--- src/rtl/art_pkg.sv ---
// package: register map, field positions and timing constants of the auto-reload timer
package art_pkg;

  // ----------------------------------------------------------------
  // register offsets on the special-function-register bus
  // ----------------------------------------------------------------
  localparam logic [7:0] ART_ADDR_CTRL = 8'h91;
  localparam logic [7:0] ART_ADDR_RLD_LO = 8'h92;
  localparam logic [7:0] ART_ADDR_RLD_HI = 8'h93;
  localparam logic [7:0] ART_ADDR_CNT_LO = 8'h94;
  localparam logic [7:0] ART_ADDR_CNT_HI = 8'h95;

  // ----------------------------------------------------------------
  // control register fields and reset values
  // ----------------------------------------------------------------
  localparam int ART_BIT_HI_OVF = 7;
  localparam int ART_BIT_LO_OVF = 6;
  localparam int ART_BIT_LO_IRQ_EN = 5;
  localparam int ART_BIT_SPLIT = 3;
  localparam int ART_BIT_RUN = 2;
  localparam int ART_BIT_EXT_SEL = 0;
  localparam logic [7:0] ART_CTRL_RST = 8'h00;
  localparam logic [7:0] ART_CTRL_WMASK = 8'hED;
  localparam logic [7:0] ART_BYTE_RST = 8'h00;
  localparam logic [7:0] ART_BYTE_MAX = 8'hFF;

  // ----------------------------------------------------------------
  // prescaler ratios
  // ----------------------------------------------------------------
  localparam int ART_SYS_DIV = 12;
  localparam int ART_EXT_DIV = 8;

  // tick sources offered to each counter byte
  typedef struct packed {
    logic sys_div;
    logic ext_div;
  } art_ticks_t;

endpackage

--- src/rtl/art_tick_if.sv ---
// interface: prescaler tick strobes passed from the tick generator to the timer core
interface art_tick_if;
  import art_pkg::*;

  art_ticks_t ticks;

  modport source (output ticks);
  modport sink (input ticks);
endinterface

--- src/rtl/art_tick_gen.sv ---
// module: system-clock-divided and synchronized external-clock-divided tick strobes
module art_tick_gen
  import art_pkg::*;
#(
  parameter int SYS_DIV = ART_SYS_DIV,
  parameter int EXT_DIV = ART_EXT_DIV
) (
  // clock and reset
  input wire logic clk_i,
  input wire logic sys_rst_i,
  // external oscillator pin
  input wire logic ext_osc_i,
  // tick strobes
  art_tick_if.source tick_o
);

  initial begin
    if (SYS_DIV < 2 || SYS_DIV > 255 || EXT_DIV < 1 || EXT_DIV > 255) begin
      $error("art_tick_gen: divider out of range");
    end
  end

  localparam logic [7:0] SYS_LAST = 8'(SYS_DIV - 1);
  localparam logic [7:0] EXT_LAST = 8'(EXT_DIV - 1);

  typedef struct packed {
    logic [7:0] sys_cnt;
    logic [7:0] ext_cnt;
    logic sync1;
    logic sync2;
    logic osc_prev;
    art_ticks_t ticks;
  } art_gen_state_t;

  art_gen_state_t s_q;
  art_gen_state_t s_d;

  always_comb begin
    s_d = s_q;
    s_d.ticks = '0;
    s_d.sync1 = ext_osc_i;
    s_d.sync2 = s_q.sync1;
    s_d.osc_prev = s_q.sync2;
    if (s_q.sys_cnt == SYS_LAST) begin
      s_d.sys_cnt = '0;
      s_d.ticks.sys_div = 1'b1;
    end else begin
      s_d.sys_cnt = s_q.sys_cnt + 8'h01;
    end
    // rising edges of the synchronized oscillator; edges faster than half of clk_i are lost
    if (s_q.sync2 && !s_q.osc_prev) begin
      if (s_q.ext_cnt == EXT_LAST) begin
        s_d.ext_cnt = '0;
        s_d.ticks.ext_div = 1'b1;
      end else begin
        s_d.ext_cnt = s_q.ext_cnt + 8'h01;
      end
    end
  end

  always_ff @(posedge clk_i) begin
    if (sys_rst_i) begin
      s_q <= '0;
    end else begin
      s_q <= s_d;
    end
  end

  assign tick_o.ticks = s_q.ticks;

endmodule

--- src/rtl/art_timer.sv ---
// module: auto-reload timer with 16-bit and split 8-bit modes and its byte registers
//
// Behaviour
// - control bit 3 clear gives one 16-bit timer, set gives two 8-bit timers.
// - 16-bit mode counts each tick, reloads both reload bytes on wrap to zero.
// - high overflow flag sets on 16-bit wrap, or high byte wrap in split mode.
// - 16-bit mode with interrupt enabled requests an interrupt on every 16-bit overflow.
// - with low interrupt enable too, low byte wrap also requests an interrupt.
// - split mode: each byte counts and reloads from its own reload byte.
// - run bit gates whole 16-bit timer; in split mode only the high byte.
// - byte clock select high means system clock, else the shared selected source.
// - external select bit picks system clock over 12 or external clock over 8.
// - external clock is synchronized before dividing; it must not exceed half the system clock.
// - low overflow flag sets on each low byte wrap, in either mode.
// - split mode interrupts on high overflow, and low too when enabled.
// - hardware never clears overflow flags; software clears and checks both.
// - control bits 4 and 1 read zero and ignore writes.
// - low reload byte is read-write, resets to zero.
// - high reload byte is read-write, resets to zero.
// - low count byte is read-write, resets to zero.
// - high count byte is read-write, resets to zero.
module art_timer
  import art_pkg::*;
#(
  parameter int SYS_DIV = ART_SYS_DIV,
  parameter int EXT_DIV = ART_EXT_DIV
) (
  // clock and reset
  input wire logic clk_i,
  input wire logic sys_rst_i,
  // special-function-register bus
  input wire logic [7:0] sfr_addr_i,
  input wire logic sfr_wr_i,
  input wire logic [7:0] sfr_wdata_i,
  input wire logic sfr_rd_i,
  output logic [7:0] sfr_rdata_o,
  // clock selection from the clock control register
  input wire logic hi_clock_select_i,
  input wire logic lo_clock_select_i,
  // external oscillator
  input wire logic ext_osc_i,
  // interrupt
  input wire logic irq_enable_i,
  output logic irq_o
);

  // ----------------------------------------------------------------
  // tick generation
  // ----------------------------------------------------------------
  art_tick_if tick_bus ();

  art_tick_gen #(
    .SYS_DIV(SYS_DIV),
    .EXT_DIV(EXT_DIV)
  ) u_tick_gen (
    .clk_i(clk_i),
    .sys_rst_i(sys_rst_i),
    .ext_osc_i(ext_osc_i),
    .tick_o(tick_bus.source)
  );

  // ----------------------------------------------------------------
  // state
  // ----------------------------------------------------------------
  typedef struct packed {
    logic hi_ovf;
    logic lo_ovf;
    logic lo_irq_en;
    logic split;
    logic run;
    logic ext_sel;
    logic [7:0] rld_lo;
    logic [7:0] rld_hi;
    logic [7:0] cnt_lo;
    logic [7:0] cnt_hi;
    logic [7:0] rdata;
    logic irq;
  } art_state_t;

  art_state_t s_q;
  art_state_t s_d;

  // one byte's tick: system clock, or the source picked by the external select bit
  function automatic logic byte_tick(input logic clk_sel, input logic ext_sel, input art_ticks_t t);
    if (clk_sel) begin
      byte_tick = 1'b1;
    end else if (ext_sel) begin
      byte_tick = t.ext_div;
    end else begin
      byte_tick = t.sys_div;
    end
  endfunction

  // control register as seen by software, unused bits zero
  function automatic logic [7:0] ctrl_view(input art_state_t s);
    ctrl_view = '0;
    ctrl_view[ART_BIT_HI_OVF] = s.hi_ovf;
    ctrl_view[ART_BIT_LO_OVF] = s.lo_ovf;
    ctrl_view[ART_BIT_LO_IRQ_EN] = s.lo_irq_en;
    ctrl_view[ART_BIT_SPLIT] = s.split;
    ctrl_view[ART_BIT_RUN] = s.run;
    ctrl_view[ART_BIT_EXT_SEL] = s.ext_sel;
  endfunction

  logic tick_lo;
  logic tick_hi;
  logic inc_lo;
  logic inc_hi;
  logic wrap_lo;
  logic wrap_hi;
  logic [7:0] wmasked;

  // ----------------------------------------------------------------
  // next state
  // ----------------------------------------------------------------
  always_comb begin
    s_d = s_q;
    tick_lo = byte_tick(lo_clock_select_i, s_q.ext_sel, tick_bus.ticks);
    tick_hi = byte_tick(hi_clock_select_i, s_q.ext_sel, tick_bus.ticks);
    inc_lo = 1'b0;
    inc_hi = 1'b0;
    wrap_lo = 1'b0;
    wrap_hi = 1'b0;
    wmasked = sfr_wdata_i & ART_CTRL_WMASK;

    if (s_q.split) begin
      // low byte free-runs in split mode; run bit gates only the high byte
      inc_lo = tick_lo;
      inc_hi = tick_hi && s_q.run;
      wrap_lo = inc_lo && (s_q.cnt_lo == ART_BYTE_MAX);
      wrap_hi = inc_hi && (s_q.cnt_hi == ART_BYTE_MAX);
      if (inc_lo) begin
        s_d.cnt_lo = wrap_lo ? s_q.rld_lo : s_q.cnt_lo + 8'h01;
      end
      if (inc_hi) begin
        s_d.cnt_hi = wrap_hi ? s_q.rld_hi : s_q.cnt_hi + 8'h01;
      end
    end else begin
      // 16-bit mode takes its tick from the low byte's clock selection
      inc_lo = tick_lo && s_q.run;
      wrap_lo = inc_lo && (s_q.cnt_lo == ART_BYTE_MAX);
      wrap_hi = wrap_lo && (s_q.cnt_hi == ART_BYTE_MAX);
      if (wrap_hi) begin
        s_d.cnt_lo = s_q.rld_lo;
        s_d.cnt_hi = s_q.rld_hi;
      end else if (inc_lo) begin
        {s_d.cnt_hi, s_d.cnt_lo} = {s_q.cnt_hi, s_q.cnt_lo} + 16'h0001;
      end
    end

    // register writes; flag set below wins over a software clear
    if (sfr_wr_i) begin
      case (sfr_addr_i)
        ART_ADDR_CTRL: begin
          s_d.hi_ovf = wmasked[ART_BIT_HI_OVF];
          s_d.lo_ovf = wmasked[ART_BIT_LO_OVF];
          s_d.lo_irq_en = wmasked[ART_BIT_LO_IRQ_EN];
          s_d.split = wmasked[ART_BIT_SPLIT];
          s_d.run = wmasked[ART_BIT_RUN];
          s_d.ext_sel = wmasked[ART_BIT_EXT_SEL];
        end
        ART_ADDR_RLD_LO: s_d.rld_lo = sfr_wdata_i;
        ART_ADDR_RLD_HI: s_d.rld_hi = sfr_wdata_i;
        ART_ADDR_CNT_LO: s_d.cnt_lo = sfr_wdata_i;
        ART_ADDR_CNT_HI: s_d.cnt_hi = sfr_wdata_i;
        default: begin
        end
      endcase
    end

    // hardware only ever sets the flags, never clears them
    if (wrap_hi) begin
      s_d.hi_ovf = 1'b1;
    end
    if (wrap_lo) begin
      s_d.lo_ovf = 1'b1;
    end

    // request stays up while an enabled flag is pending
    s_d.irq = irq_enable_i && (s_d.hi_ovf || (s_d.lo_irq_en && s_d.lo_ovf));

    // read data is registered; unmapped addresses read zero
    s_d.rdata = '0;
    if (sfr_rd_i) begin
      case (sfr_addr_i)
        ART_ADDR_CTRL: s_d.rdata = ctrl_view(s_q);
        ART_ADDR_RLD_LO: s_d.rdata = s_q.rld_lo;
        ART_ADDR_RLD_HI: s_d.rdata = s_q.rld_hi;
        ART_ADDR_CNT_LO: s_d.rdata = s_q.cnt_lo;
        ART_ADDR_CNT_HI: s_d.rdata = s_q.cnt_hi;
        default: s_d.rdata = '0;
      endcase
    end
  end

  // ----------------------------------------------------------------
  // state register
  // ----------------------------------------------------------------
  always_ff @(posedge clk_i) begin
    if (sys_rst_i) begin
      s_q <= '0;
    end else begin
      s_q <= s_d;
    end
  end

  assign sfr_rdata_o = s_q.rdata;
  assign irq_o = s_q.irq;

endmodule

--- config.mk ---
export PLATFORM = sky130hd
export DESIGN_NAME = art_timer
export DESIGN_NICKNAME = d
export VERILOG_FILES = /design/src/rtl/art_pkg.sv /design/src/rtl/art_tick_if.sv /design/src/rtl/art_tick_gen.sv /design/src/rtl/art_timer.sv
export SDC_FILE = /design/constraint.sdc
export NUM_CORES = 1
export LEC_CHECK = 0
export ABC_AREA = 1
export BUFFER_PORTS_ARGS = -buffer_cell sky130_fd_sc_hd__buf_2
export CELL_PAD_IN_SITES_DETAIL_PLACEMENT = 0
export CELL_PAD_IN_SITES_GLOBAL_PLACEMENT = 1
export CORE_MARGIN = 8
export CORE_UTILIZATION = 39
export CTS_CLUSTER_SIZE = 40
export DETAILED_ROUTE_END_ITERATION = 8
export MAX_ROUTING_LAYER = met4
export PLACE_DENSITY = 0.85
export RECOVER_POWER = 25
export SLEW_MARGIN = 10
export SYNTH_ARGS = -nofsm -noshare
export SYNTH_HDL_FRONTEND = slang
export SYNTH_HIERARCHICAL = 1
export SYNTH_SLANG_ARGS = --single-unit
--- constraint.sdc ---
create_clock -name clk_i -period 1.7 [get_ports clk_i]
set_clock_uncertainty 0.1 [all_clocks]
set_input_delay 0.34 -clock clk_i [delete_from_list [all_inputs] [get_ports clk_i]]
set_output_delay 0.34 -clock clk_i [all_outputs]
set_load 0.01 [all_outputs]
After elaboration in Yosys (flattened, before gate mapping):

Index checks and enable logic that the tools add are counted.

* output and inout bits: 9
* word-level logic and storage cells: 76
* register bits: 68
* bits of input ports: 24

* equal/unequal tests: 9
* bitwise gates (word level): 2
* reduce and logical (&&, ||, !) cells: 17
* multiplexer cells: 24
* add/subtract/negate cells: 5

Operator list (number)
* 8-bit two-way mux: 9
* 8-bit == test, second input constant: 7
* 16-bit two-way mux: 3
* 8-bit one-hot mux with 5 select lines: 1
* 38-bit two-way mux: 1
* 8-bit by 1-bit adder with 8-bit output, second input constant: 4
* 16-bit by 1-bit adder with 16-bit output, second input constant: 1
* 1-bit logical AND: 9
* 1-bit two-way mux: 9
* 8-bit by 3-bit == test with 1-bit output, second input constant: 1
* 8-bit by 4-bit == test with 1-bit output, second input constant: 1
* 6-bit two-way mux: 1
* 2-bit AND reduction: 3
* 2-bit OR reduction: 3
* 1-bit NOT: 2
* 1-bit logical NOT: 1
* 1-bit logical OR: 1

Logic depth before layout (Yosys ltp):

Gate-level depths: netlist (run 1).

* depth in word-level cells: 13
* depth in mapped cells: 11
* mapped depth without buffers: 11

Hierarchy:

The synthesis (run 1) kept the hierarchy.

Modules (own cells, without submodules)
* art_timer: seq. area each 940.9 um^2, area each 3220.6 um^2, instances 1, cells an instance 523
* art_tick_gen: seq. area each 420.4 um^2, area each 952.2 um^2, instances 1, cells an instance 120

Least setup slack after synthesis (run 1):

No wires, ideal clock.

* kind: reg2reg
* start point: register, netlist name s_q[18]
* end point: register, netlist name s_q[14]
* setup time: 0.119 ns
* required time: 1.481 ns
* arrival: 1.468 ns
* path buffers: 0
* stages on the path, launching flop included: 11
* clock period less this slack: 1.688 ns
* setup slack: 0.012 ns
* cell sequence: dfxtp_1 -> ha_1 -> nand2_2 -> nor2_8 -> nand2_4 -> nor2_8 -> nand2_2 -> o21ai_0 -> inv_1 -> nand2_1 -> a21oi_1

==> results_dict.tcl, run 1 <==
set metrics [dict create \
    placed_area_um2 4830 \
    tightest_slew_ns 0.436 \
    regArea_um2 1370 \
    rows 37 \
    synth_top_area_frac 0.326 \
    cts.path.max_buffers 2 \
    dieArea_um2 14300 \
    ctsHoldBuffers 0 \
    ant_nets 0 \
    avgSynthCellArea_um2 6.49 \
    fin_cells 867 \
    core_um2 10400 \
    fmax_mhz 582 \
    cpMaxStageDelayCell "dfxtp_2" \
    ys_top_cells_by_area "dfxtp_1, nand2_1, nand3_1" \
    worstHoldPathType "in -> reg" \
    fin_total_pwr_mw 3.21 \
    synth_cell_types 35 \
    power.leakage_nw 2.23 \
    clock_latency_ns 0.36 \
    via_count 4413 \
    synth_seq_cells 68 \
    worst-setup-path-type "reg -> reg" \
    period_share 1.01 \
    setup_viol 1 \
    port_buffers 32 \
    crit_fanout 6 \
    n_fill_cell 1085 \
    gp_congestion 0.978 \
    drive_above_1_share 0.237 \
    min_period_ns 1.72 \
    finalMaxSlewViolations 0 \
    drc_errors 0 \
    critPathArrivalTime_ns 1.91 \
    violations "negative setup slack" \
    die-width_um 119 \
    status "finished with violations" \
    nets 754 \
    dpl.hpwl_mm 10.1 \
    wl_per_cell_um 15.2 \
    num_io_pins 33 \
    clkTransAtPathRegs_ns 0.08 \
    numCtsBuffers 9 \
    yosys.area.top_type "dfxtp_1" \
    layout_common_cells "nand2_1, inv_1, nor2_1" \
    hold_viol_final 0 \
    first_pass_iters 7 \
    utilization 0.503 \
    powerDensity_nw_per_um2 616 \
    drt-initial-drc-count 448 \
    ir_drop_v 0.000456 \
    routed_via_density 5.09 \
    worst_setup_path_start_kind "flop" \
    cts_tree "done" \
    chipHeight_um 119 \
    grt_usage 0.191 \
    crit_path_end_kind "flop" \
    drt-total-wl_mm 13.2 \
    grt_pass1_vias 4289 \
    crit_path_cell_trace "ha_4 -> nand2_4 -> nor2_8 -> nand2_8 -> nor2_8 -> nand2_4 -> nor2_4 -> buf_6 -> nand2_1 -> o21ai_1 -> nor2_1 -> nor2_1" \
    yosysSeqAreaShare 0.326 \
    synth_nets 671 \
    diodes 0 \
    setup_ws_ns -0.0179 \
    root_buffer "clkbuf_8" \
    grt_setup_unrepaired "yes" \
    htree_levels 3 \
    mostFrequentLayoutCell "nand2_1" \
    critical_path_required_ns 1.90 \
    area_delta_synth_final_pct 24.9 \
    gr-total-overflow 0 \
    syn_area_um2 4170 \
    max_slew_margin 0.709 \
    ys_warn_count 6 \
    max_cap_violations 0 \
    clock_sinks 68 \
    antenna_found_initial 0 \
    synthCells 643 \
    multi_input_area_um2 2470 \
    critPathMaxStageDelay_ns 0.36 \
    tns_ns -0.0179 \
    fin_area_um2 5210 \
    dpl.cell_count 846 \
    initial_core_util 0.402 \
    grt_max_degree 24 \
    grt_first_pass_wirelength_mm 21.3 \
]
## what timing repair did
item,in CTS,in global routing
buffers inserted,3,2
gates resized for setup,20,27
pin swaps,7,16
setup endpoints to repair,19,18
## state kept, by name (all words and copies together), names as in the netlist
signal and count:
s_q 38, u_tick_gen/s_q 17, sfr_rdata_o 8, u_tick_gen/s_d 2
u_tick_gen/tick_o.ticks 2, irq_o 1
## layout make-up
cell class / count / area share
well taps: 136 / 0.0326
repair buffers: 101 / 0.133
clock inverters: 7 / 0.0161
multi-input cells: 466 / 0.473
flip-flops and latches: 68 / 0.263
inverters: 80 / 0.0583
clock buffers: 9 / 0.0238
## power breakdown
group,switching (mW),internal [mW]
registers,0.0103,1.60
clock network,0.717,0.702
logic,0.117,0.0629
## worst paths after layout
check                          from           endpoint  slack, ns  cells after the start
setup reg to reg            s_q[17]            s_q[15]      -0.02                     12
hold reg to reg   u_tick_gen/s_d[3]  u_tick_gen/s_d[2]       0.33                      2
setup / recovery            s_q[17]            s_q[15]      -0.02                     12
hold / removal            ext_osc_i  u_tick_gen/s_d[3]       0.09                      3
## synth_stat cells
| master | count |
|---|---|
| nand2_1 | 145 |
| inv_1 | 76 |
| nor2_1 | 72 |
| dfxtp_1 | 68 |
| nand3_1 | 65 |
| o21ai_0 | 57 |
| a21oi_1 | 47 |
| xor2_1 | 15 |
| buf_4 | 10 |
| clkbuf_1 | 10 |
| buf_2 | 8 |
| nand2_2 | 6 |
| nor2_4 | 5 |
| nor3_1 | 5 |
| o211ai_1 | 5 |
| o22ai_1 | 5 |
| ha_1 | 4 |
| nand2_4 | 4 |
| nand3_2 | 4 |
| nand4_1 | 4 |
| xnor2_1 | 4 |
| inv_2 | 3 |
| nand3b_1 | 3 |
| a31oi_1 | 2 |
| nor2_2 | 2 |
| nor2_8 | 2 |
| o21a_1 | 2 |
| o21ai_2 | 2 |
| or2_2 | 2 |
| buf_6 | 1 |
| clkinv_1 | 1 |
| mux2i_1 | 1 |
| nand4_2 | 1 |
| nor3_2 | 1 |
| o21bai_1 | 1 |
## routing by layer
metal  track usage  vias up  part of all wire
met5             -        -                 0
met4        0.0679        0             0.024
met3        0.0425       27             0.059
met2         0.311      129              0.48
met1         0.229     2030              0.44
li1              -     2227                 -
## critical path: cells and delay by family (launching register included)
family                     cells  cell delay [ns]
and+or+nand+nor                9             0.83
AOI/OAI and AO/OA              1             0.08
adders and majority gates      1             0.15
DFF                            1             0.36
buffers and inverters          1             0.14
## logic make-up after synthesis
logic type               after synthesis  share of synthesized area
adder cells (fa/ha/maj)                4                     0.0120
AO/OA/AOI/OAI                        121                      0.154
AND/OR/NAND/NOR                      321                      0.354
XOR/XNOR                              19                     0.0399
multiplexers                           1                    0.00240
buffers and inverters                109                      0.111
flip-flops                            68                      0.326
## metrics by stage
step           setup WS, ns  hold slack [ns]
2_1_floorplan        0.0124            0.288
3_3_place_gp         -0.156            0.298
3_5_place_dp         -0.178            0.317
4_1_cts             -0.0276           0.0778
5_1_grt             -0.0994           0.0813
6_report            -0.0179           0.0864
(Power assumes the default switching activity.)
==> run 2: changes to the inputs <==
--- a/config.mk
+++ b/config.mk
@@ -7,3 +7,2 @@
 export LEC_CHECK = 0
-export ABC_AREA = 1
 export BUFFER_PORTS_ARGS = -buffer_cell sky130_fd_sc_hd__buf_2
@@ -12,3 +11,3 @@
 export CORE_MARGIN = 8
-export CORE_UTILIZATION = 39
+export CORE_UTILIZATION = 41
 export CTS_CLUSTER_SIZE = 40
==> constraint.sdc (replaced) <==
create_clock -name clk_i -period 1.7 [get_ports clk_i]
set_clock_uncertainty 0.1 [all_clocks]
set_input_delay 0.17 -clock clk_i [delete_from_list [all_inputs] [get_ports clk_i]]
set_output_delay 0.17 -clock clk_i [all_outputs]
set_load 0.01 [all_outputs]
==> results_dict.tcl, run 2 <==
set metrics [dict create \
    power.leakage_nw 2.07 \
    fin_cells 715 \
    ys_warn_count 6 \
    area_delta_synth_final_pct 34.5 \
    finalMaxSlewViolations 0 \
    ant_nets 0 \
    synth_nets 503 \
    worst_setup_path_start_kind "flop" \
    worstHoldPathType "in -> reg" \
    gr-total-overflow 0 \
    rows 35 \
    synth_top_family_by_area "simple AND/OR/NAND/NOR gates" \
    syn_area_um2 3890 \
    grt_max_degree 29 \
    synth_edf_count 0 \
    r2r_setup_slack_ns -0.37 \
    synth_top_area_frac 0.350 \
    min_period_ns 2.07 \
    yosysSeqAreaShare 0.350 \
    diodes 0 \
    clock_sinks 68 \
    tightest_slew_ns 0.383 \
    largest_register_ffs 38 \
    cts.path.max_buffers 2 \
    avgSynthCellArea_um2 8.18 \
    first_pass_iters 5 \
    layout_common_cells "buf_4, dfxtp_1, nand2_1" \
    synth_seq_cells 68 \
    grt_setup_unrepaired "yes" \
    hold-worst-slack_ns 0.0332 \
    critical_path_required_ns 1.86 \
    cts_tree "done" \
    utilization 0.566 \
    dpl.hpwl_mm 9.38 \
    tns_ns -5.28 \
    routed_via_density 5.90 \
    regArea_um2 1380 \
    synth_mux_area_frac 0.0344 \
    numCtsBuffers 9 \
    fmax_mhz 484 \
    grt_first_pass_wirelength_mm 21.1 \
    initial_core_util 0.421 \
    ir_drop_v 0.000386 \
    synthCells 475 \
    r2r_cells 8 \
    period_share 1.22 \
    clkTransAtPathRegs_ns 0.08 \
    antenna_found_initial 0 \
    num_io_pins 33 \
    setup_viol 18 \
    dpl.cell_count 684 \
    async_reset_ff_frac 0 \
    yosysMostFrequentCell "dfxtp_1" \
    ys_top_cells_by_area "dfxtp_1, a21oi_1, nand2_1" \
    port_buffers 32 \
    synth_cell_types 73 \
    grt_pass1_vias 4186 \
    violations "negative setup slack" \
    synthSimpleGateAreaFrac 0.276 \
    top_register "s_q" \
    mostFrequentLayoutCell "buf_4" \
    gp_congestion 0.938 \
    worst-setup-path-type "reg -> reg" \
    max_slew_margin 0.744 \
    drive_above_1_share 0.343 \
    hold_viol_final 0 \
    n_fill_cell 811 \
    chipHeight_um 113 \
    synth_adder_area_share 0.0129 \
    drt-initial-drc-count 316 \
    grt_usage 0.213 \
    max_cap_violations 0 \
    powerDensity_nw_per_um2 581 \
    die-width_um 113 \
    synth_commonest_cells "dfxtp_1, nand2_1, nor2_1" \
    via_count 4216 \
    root_buffer "clkbuf_8" \
    synth_flop_cell "dfxtp_1" \
    whs_path_depth 3 \
    dieArea_um2 12900 \
    synth_xor_area_frac 0.0360 \
    crit_fanout 3 \
    drt-total-wl_mm 13.0 \
    wl_per_cell_um 18.2 \
    nets 610 \
    htree_levels 3 \
    status "finished with violations" \
    multi_input_area_um2 2470 \
    clock_latency_ns 0.35 \
    yosys.area.top_type "dfxtp_1" \
    core_um2 9240 \
    setup_ws_ns -0.367 \
    drc_errors 0 \
    critPathArrivalTime_ns 2.23 \
    synth-compound-area-share 0.223 \
    crit_path_end_kind "flop" \
]
run 2: through the flow:
step	cell area, um^2	setup WS, ns	total power [mW]
2_1_floorplan	3990	-0.374	1.72
3_3_place_gp	4770	-0.386	1.82
3_5_place_dp	4770	-0.443	1.83
4_1_cts	5180	-0.353	3.06
5_1_grt	5230	-0.465	3.15
6_report	5230	-0.367	3.04
run 2: timing repair:
action                     CTS  global route
resized for setup           34             6
hold endpoints to repair     2             0
hold buffers                 2             0
pin swaps                   28            14
setup endpoints to repair   18            18
setup buffers               12             5
run 2: worst max-delay path, stage by stage (launching register included):
cell,delay (ns)
dfxtp_4,0.37
ha_4,0.14
nand4_4,0.09
or2_4,0.27
buf_6,0.12
nor3_4,0.22
nor2_1,0.07
or3_1,0.33
a311oi_2,0.26
run 2: path summary, 6_finish.rpt:
path | startpoint | endpoint
hold / removal | sfr_wdata_i[1] | s_q[34]
setup / recovery | s_q[10] | s_q[24]
setup reg to reg | s_q[10] | s_q[24]
hold reg to reg | u_tick_gen/s_d[3] | u_tick_gen/s_d[2]
run 2: final cells by class:
| type | count | area share |
|---|---|---|
| multi-input cells | 360 | 0.472 |
| flip-flops and latches | 68 | 0.264 |
| repair buffers | 136 | 0.195 |
| well taps | 129 | 0.0309 |
| clock buffers | 11 | 0.0292 |
| inverters | 7 | 0.00503 |
| clock inverters | 4 | 0.00455 |
run 2: cell families (layout without fill, tap and decap cells):
family,count (synthesis),count (layout)
AOI/OAI and AO/OA,129,129
xor gates and xnor gates,16,16
adders and majority gates,4,4
buffers and inverters,47,158
DFF,68,68
muxes,13,13
and+or+nand+nor,198,198
run 2: metal layers:
| metal | up-vias | wire, um | global-route usage |
|---|---|---|---|
| met5 | - | 0 | - |
| met3 | 47 | 1070 | 0.0549 |
| met4 | 0 | 466 | 0.0986 |
| met1 | 2018 | 5390 | 0.244 |
| met2 | 190 | 6070 | 0.344 |
| li1 | 1961 | - | - |
run 2: report_power, final:
part | total (mW) | internal [mW] | switching [mW]
Combinational | 0.193 | 0.0796 | 0.113
Clock | 1.24 | 0.606 | 0.630
Sequential | 1.61 | 1.60 | 0.0116
Total | 3.04 | 2.28 | 0.755
